## config.mk

```make
export PLATFORM = sky130hd
export DESIGN_NAME = ricfg_top
export DESIGN_NICKNAME = d
export VERILOG_FILES = /design/src/rtl/ricfg_top.v
export VERILOG_INCLUDE_DIRS = /design/src /design/src/rtl
export SDC_FILE = /design/constraint.sdc
export NUM_CORES = 1
export LEC_CHECK = 0
export ABC_AREA = 1
export BUFFER_PORTS_ARGS = -buffer_cell sky130_fd_sc_hd__buf_2
export CAP_MARGIN = 25
export CORE_MARGIN = 2
export CORE_UTILIZATION = 45
export CTS_CLUSTER_SIZE = 25
export DETAILED_ROUTE_END_ITERATION = 12
export GPL_TIMING_DRIVEN = 0
export PLACE_DENSITY = 0.85
export SYNTH_ARGS = -nofsm -noshare
export SYNTH_HDL_FRONTEND = slang
export SYNTH_SLANG_ARGS = --single-unit
```

## constraint.sdc

```tcl
create_clock -name CLK -period 3.47 [get_ports CLK]
set_input_delay 0.347 -clock CLK [delete_from_list [all_inputs] [get_ports CLK]]
set_output_delay 0.347 -clock CLK [all_outputs]
set_load 0.02 [all_outputs]
```

## src/rtl/ricfg_consts.vh

```
/*
  Constants for the reference input and status pin configuration bank:
  register indices, the address bit range, field positions and reset values.
  Assumes a 32-bit AHB-Lite bus with one aligned word per register.
*/
// Function
// - Config bit 2 set powers the second reference input on, else off.
// - Config bit 1 set powers the first reference input on, else off.
// - Config bit 0 picks differential mode at 1, single-ended at 0.
// - With aux bit 7 clear the status pin shows the selected source.
// - Aux bit 7 set (reset) routes the nonvolatile status to the pin.
`ifndef RICFG_CONSTS_VH
`define RICFG_CONSTS_VH

`define RICFG_IDX_STAT_CTRL   10'h017
`define RICFG_IDX_REF_CFG     10'h01c
`define RICFG_IDX_AUX_CFG     10'h01d
`define RICFG_IDX_LSB         2
`define RICFG_IDX_MSB         11
`define RICFG_RST_IDX         10'h000
`define RICFG_RST_RDATA       32'h00000000
`define RICFG_BYTE_MSB        7
`define RICFG_BYTE_LSB        0

`define RICFG_RST_STAT_CTRL   8'h00
`define RICFG_RST_REF_CFG     8'h00
`define RICFG_RST_AUX_CFG     8'h80

`define RICFG_REF_CFG_MASK    8'he7
`define RICFG_BIT_SECOND_EN   3'h2
`define RICFG_BIT_FIRST_EN    3'h1
`define RICFG_BIT_DIFF        3'h0
`define RICFG_BIT_EEPROM_OVR  7
`define RICFG_SEL_MSB         7
`define RICFG_SEL_LSB         2

`define RICFG_HTRANS_NONSEQ_BIT 1
`define RICFG_RDATA_PAD       24'h000000
`define RICFG_ZERO_BYTE       8'h00

`endif

```

## src/rtl/ricfg_top.v

```verilog
/*
  Register bank for the PLL reference inputs and the status pin override,
  as an AHB-Lite slave with zero wait states.
  Assumes a single master, word transfers only, and status sources that
  are synchronous to CLK.
  Assumes software keeps both reference power enables clear while
  differential mode is selected; the bank does not enforce it.
  Every output is a flip-flop; the power, mode and status outputs lag their stored bits by one clock.
*/
`timescale 1ns/1ps
`include "ricfg_consts.vh"

module ricfg_top
(
  input  wire        CLK,
  input  wire        RST_N,
  input  wire        HSEL,
  input  wire [31:0] HADDR,
  input  wire [1:0]  HTRANS,
  input  wire        HWRITE,
  input  wire [2:0]  HSIZE,
  input  wire [31:0] HWDATA,
  input  wire        HREADY,
  input  wire        EEPROM_STATUS,
  input  wire [63:0] STATUS_SOURCES,
  output reg  [31:0] HRDATA,
  output reg         HREADYOUT,
  output reg         HRESP,
  output reg         FIRST_REF_POWER_EN,
  output reg         SECOND_REF_POWER_EN,
  output reg         DIFF_MODE,
  output reg         STATUS_PIN
);

  reg  [7:0]  stat_ctrl_reg;
  reg  [7:0]  ref_cfg_reg;
  reg  [7:0]  aux_cfg_reg;
  reg         wr_pend_reg;
  reg  [9:0]  wr_idx_reg;
  reg  [7:0]  stat_ctrl_next;
  reg  [7:0]  ref_cfg_next;
  reg  [7:0]  aux_cfg_next;
  reg  [7:0]  rd_byte;
  wire [9:0]  addr_idx;
  wire        take;
  wire [5:0]  sel_field;
  wire [7:0]  wr_byte;

  // hsize is not checked: only word transfers are issued on this bus
  assign addr_idx  = HADDR[`RICFG_IDX_MSB:`RICFG_IDX_LSB];
  assign take      = HSEL & HREADY & HTRANS[`RICFG_HTRANS_NONSEQ_BIT];
  assign sel_field = stat_ctrl_reg[`RICFG_SEL_MSB:`RICFG_SEL_LSB];
  // only the low byte is stored; upper data bits are ignored
  assign wr_byte   = HWDATA[`RICFG_BYTE_MSB:`RICFG_BYTE_LSB];

  function [7:0] ricfg_read;
    input [9:0] idx;
    input [7:0] s;
    input [7:0] r;
    input [7:0] a;
    begin
      case (idx)
        `RICFG_IDX_STAT_CTRL: ricfg_read = s;
        `RICFG_IDX_REF_CFG:   ricfg_read = r;
        `RICFG_IDX_AUX_CFG:   ricfg_read = a;
        default:              ricfg_read = `RICFG_ZERO_BYTE;
      endcase
    end
  endfunction

  // data phase write lands here; next values also feed read forwarding
  always @*
  begin
    stat_ctrl_next = stat_ctrl_reg;
    ref_cfg_next   = ref_cfg_reg;
    aux_cfg_next   = aux_cfg_reg;
    if (wr_pend_reg)
    begin
      case (wr_idx_reg)
        `RICFG_IDX_STAT_CTRL: stat_ctrl_next = wr_byte;
        // reserved bits are dropped, they read as zero
        `RICFG_IDX_REF_CFG:
          ref_cfg_next = wr_byte & `RICFG_REF_CFG_MASK;
        `RICFG_IDX_AUX_CFG:   aux_cfg_next = wr_byte;
        default:              stat_ctrl_next = stat_ctrl_reg;
      endcase
    end
    // read after write in back-to-back phases sees the new value
    rd_byte = ricfg_read(addr_idx, stat_ctrl_next, ref_cfg_next,
                         aux_cfg_next);
  end

  // register store and write bookkeeping
  always @(posedge CLK or negedge RST_N)
  begin
    if (!RST_N)
    begin
      stat_ctrl_reg <= `RICFG_RST_STAT_CTRL;
      ref_cfg_reg   <= `RICFG_RST_REF_CFG;
      aux_cfg_reg   <= `RICFG_RST_AUX_CFG;
      wr_pend_reg   <= 1'b0;
      wr_idx_reg    <= `RICFG_RST_IDX;
    end
    else
    begin
      stat_ctrl_reg <= stat_ctrl_next;
      ref_cfg_reg   <= ref_cfg_next;
      aux_cfg_reg   <= aux_cfg_next;
      wr_pend_reg   <= take & HWRITE;
      if (take)
        wr_idx_reg  <= addr_idx;
    end
  end

  // zero wait states: the read byte is loaded when the address is taken,
  // so it stands through the whole data phase
  always @(posedge CLK or negedge RST_N)
  begin
    if (!RST_N)
    begin
      HRDATA        <= `RICFG_RST_RDATA;
      HREADYOUT     <= 1'b1;
      HRESP         <= 1'b0;
    end
    else
    begin
      if (take & ~HWRITE)
        HRDATA      <= {`RICFG_RDATA_PAD, rd_byte};
      HREADYOUT     <= 1'b1;
      HRESP         <= 1'b0;
    end
  end

  // override wins over the select field
  function ricfg_status_pick;
    input        ovr;
    input        nv_status;
    input [63:0] sources;
    input [5:0]  sel;
    begin
      if (ovr)
      begin
        ricfg_status_pick = nv_status;
      end
      else
      begin
        ricfg_status_pick = sources[sel];
      end
    end
  endfunction

  // one control bit of a stored byte
  function ricfg_bit;
    input [7:0] value;
    input [2:0] pos;
    begin
      ricfg_bit = value[pos];
    end
  endfunction

  // power and mode outputs follow the stored bits one cycle later;
  // differential mode does not gate the enables, software keeps them clear

  // second reference input power
  always @(posedge CLK or negedge RST_N)
  begin
    if (!RST_N)
    begin
      SECOND_REF_POWER_EN <= 1'b0;
    end
    else
    begin
      SECOND_REF_POWER_EN <= ricfg_bit(ref_cfg_reg,
                               `RICFG_BIT_SECOND_EN);
    end
  end

  // first reference input power
  always @(posedge CLK or negedge RST_N)
  begin
    if (!RST_N)
    begin
      FIRST_REF_POWER_EN <= 1'b0;
    end
    else
    begin
      FIRST_REF_POWER_EN <= ricfg_bit(ref_cfg_reg,
                              `RICFG_BIT_FIRST_EN);
    end
  end

  // reference mode
  always @(posedge CLK or negedge RST_N)
  begin
    if (!RST_N)
    begin
      DIFF_MODE <= 1'b0;
    end
    else
    begin
      DIFF_MODE <= ricfg_bit(ref_cfg_reg, `RICFG_BIT_DIFF);
    end
  end

  // status pin; a source change shows one clock later
  always @(posedge CLK or negedge RST_N)
  begin
    if (!RST_N)
    begin
      STATUS_PIN <= 1'b0;
    end
    else
    begin
      STATUS_PIN <= ricfg_status_pick(
                      aux_cfg_reg[`RICFG_BIT_EEPROM_OVR],
                      EEPROM_STATUS, STATUS_SOURCES,
                      sel_field);
    end
  end

endmodule // ricfg_top

```

==> flow_metrics.py <==
metrics = {
    "layout": {
        "diodes": 0,
        "final_nets": 709,
        "drive_gt1_share_pct": 26.8,
        "post-route-util_pct": 60.2,
        "area_growth_pct": 28.2,
        "largest_reg_flops": 10,
        "fin_area_um2": 3860,
    },
    "detailed_routing": {
        "drt_iter0_markers": 200,
        "finalWirelength_um": 8000,
        "wl_per_cell_um": 12.4,
        "drt_first_pass_iters": 12,
        "ant_nets": 0,
        "via_count": 3185,
        "drc_errors": 15,
        "via_per_inst": 4.92,
    },
    "setup_path": {
        "arrival_ns": 2.23,
        "critical_path.startpoint_type": "flop",
        "critPathMaxFanout": 8,
        "crit_top_cell": "nand2_1",
        "r2r-start": "wr_idx_reg[7]",
        "reg2regPathDepth": 9,
        "endpoint_kind": "flop",
        "cp_num_cells": 9,
        "cp_slowest_stage_delay_ns": 0.48,
        "crit_start": "wr_idx_reg[7]",
        "cp_top_family": "simple AND/OR/NAND/NOR gates",
        "crit_buf_inv": 1,
        "path_class": "flop to flop",
        "rrSetupSlack_ns": 1.49,
        "crit_chain": "inv_1, nand4_1, nor3_2, nand2_2, nand2_1, nand3_1, nand3_1, nand2_1, nand2_1",
        "slowest_stage": "nor3_2",
        "worstReg2RegEnd": "HRDATA[7]",
        "required_ns": 3.71,
    },
    "status": {
        "violations": "design-rule violations",
        "status": "complete, but fails checks",
    },
    "clock_network": {
        "cts_buffer_depth": 2,
        "cts.sinks": 47,
        "clk_latency_ns": 0.30,
        "cts_inserted_buffers": 5,
        "cts_resized": 0,
        "cts_max_level": 2,
        "cts_tree": "built",
        "cts_root_buf": "clkbuf_8",
        "hold_buffers": 0,
        "post_cts_buffers": 0,
        "cts.clk_slew.worst_paths_ns": 0.08,
    },
    "synthesis": {
        "synth_area_per_cell_um2": 6.90,
        "yosysWarningCount": 0,
        "synth-seq-cells": 47,
        "synthCells": 437,
        "synth.distinct_cells": 24,
        "ys_seq_area_share_pct": 39.1,
        "netlist_area_um2": 3010,
    },
    "floorplanning": {
        "initial_utilization_pct": 46.9,
        "die_area_um2": 7370,
        "pin_count": 177,
        "rows": 29,
        "core_area_um2": 6420,
        "die_x_um": 85.8,
        "fp.dieH_um": 85.8,
    },
    "timing": {
        "slew_headroom_pct": 31.1,
        "setup-violations-final": 0,
        "hold_violations": 0,
        "maxSlewViolCount": 0,
        "fin_crit_sh_pct": 57.1,
        "min_period_ns": 1.98,
        "worst_slew_pin_slew_ns": 1.03,
        "rsz0062_at_grt": "false",
        "fin_setup_tns_ns": 0,
        "clock.fmax_mhz": 505,
        "fin_skew_ns": 0.00578,
    },
    "place": {
        "place_area_um2": 3700,
        "hpwl_um": 6200,
        "portBuffers": 100,
        "gp_congestion": 0.924,
    },
    "power": {
        "clockPowerShare_pct": 36.5,
        "p_int_uw": 958,
        "fin_total_pwr_mw": 1.29,
        "p_seq_share_pct": 45.8,
        "leakage_nw": 2.27,
        "p_switching_uw": 331,
        "peakVddDrop_mv": 0.309,
        "power.share.switching_pct": 25.7,
        "comb_power_share_pct": 17.7,
        "power_density_nw_per_um2": 333,
    },
    "flow_run": {
        "drv_cap": 0,
    },
    "grt": {
        "grt_pass1_wl_um": 13700,
        "grt.total_usage_pct": 22.9,
        "antenna_found_initial": 0,
        "grt_pass1_vias": 3162,
        "grt.overflow.total": 0,
        "grt_max_degree": 48,
    },
    "hold_path": {
        "min_to": "STATUS_PIN",
        "hold_class": "input pin to flop",
        "worstHoldStart": "EEPROM_STATUS",
        "worst_hold_path.num_cells": 3,
    },
}
cell usage in the layout, fill, tap and decap left out, types with 4 or more instances in the layout:
| cell type | synthesis | layout |
|---|---|---|
| and2_1 | 14 | 14 |
| buf_2 | 6 | 106 |
| buf_4 | 28 | 28 |
| clkbuf_1 | 6 | 7 |
| clkbuf_8 | 0 | 5 |
| conb_1 | 2 | 26 |
| dfrtp_1 | 46 | 46 |
| inv_1 | 47 | 47 |
| nand2_1 | 149 | 149 |
| nand3_1 | 98 | 98 |
| nand4_1 | 4 | 4 |
| nor2_1 | 6 | 6 |
| o21ai_0 | 15 | 15 |
logic make-up after synthesis:
kind of cell           after synthesis  share of synthesized area [%]
flip-flops                          47                           39.1
AND/OR/NAND/NOR                    282                           42.8
AO/OA/AOI/OAI                       17                           3.07
buffers and inverters               89                           14.8
other                                2                          0.249
metal layers:
| metal | track usage (%) | up-vias | share of wire [%] |
|---|---|---|---|
| met3 | 3.56 | 14 | 7.8 |
| met2 | 42.0 | 141 | 50 |
| li1 | - | 1599 | - |
| met4 | 7.36 | 0 | 1.8 |
| met5 | 0 | - | 0 |
| met1 | 27.4 | 1431 | 40 |
worst min-delay path, cell delays in order:
cell and delay [ns]:
buf_2 0.08, nand2_1 0.04, nand2_1 0.05
worst max-delay path by stage:
stage / endpoint / slack (ns)
2_1_floorplan: HRDATA[5] / 1.94
3_3_place_gp: HRDATA[2] / 1.52
3_5_place_dp: HRDATA[3] / 1.48
4_1_cts: HRDATA[7] / 1.54
5_1_grt: HRDATA[7] / 1.34
6_report: HRDATA[7] / 1.49
stage by stage:
step,cells,hold slack (ns),setup WS [ns]
finish,648,0.248,1.49
CTS,646,0.250,1.54
detailed placement,638,0.366,1.48
global route,648,0.272,1.34
global placement,638,0.367,1.52
floorplan,461,0.0514,1.94
power groups by stage:
stage          combinational (mW)  clock, mW  sequential [mW]
2_1_floorplan               0.136          0            0.599
6_report                    0.228      0.471            0.590
5_1_grt                     0.255      0.496            0.594
3_5_place_dp                0.222          0            0.601
4_1_cts                     0.223      0.475            0.590
3_3_place_gp                0.216          0            0.599
cell usage after synthesis:
cell      instances  share of area (%)
nand4_1           4               0.83
nor3_1            1               0.17
buf_2             6                1.0
nor4_1            1               0.21
inv_1            47                5.9
dfstp_2           1               0.87
nor4_2            2               0.83
nand3b_1          1               0.25
nand2_1         149                 19
o21ai_2           2               0.58
buf_4            28                7.0
nor2_1            6               0.75
or2_1             1               0.21
dfrtp_1          46                 38
nand2_2           2               0.42
inv_2             1               0.12
clkbuf_1          6               0.75
nor3_4            2                1.1
conb_1            2               0.25
nand3_1          98                 16
buf_1             1               0.12
and2_1           14                2.9
o21ai_0          15                2.5
nor3_2            1               0.33
cell type report:
cell class,instances,area [um^2]
fill,608,2560
multi-input combinational,325,1480
sequential,47,1180
timing repair buffer,102,531
buffer,41,267
inverter,48,180
tap,77,96.3
clock buffer,6,72.6
clock inverter,2,60.1
(Power assumes the default switching activity.)
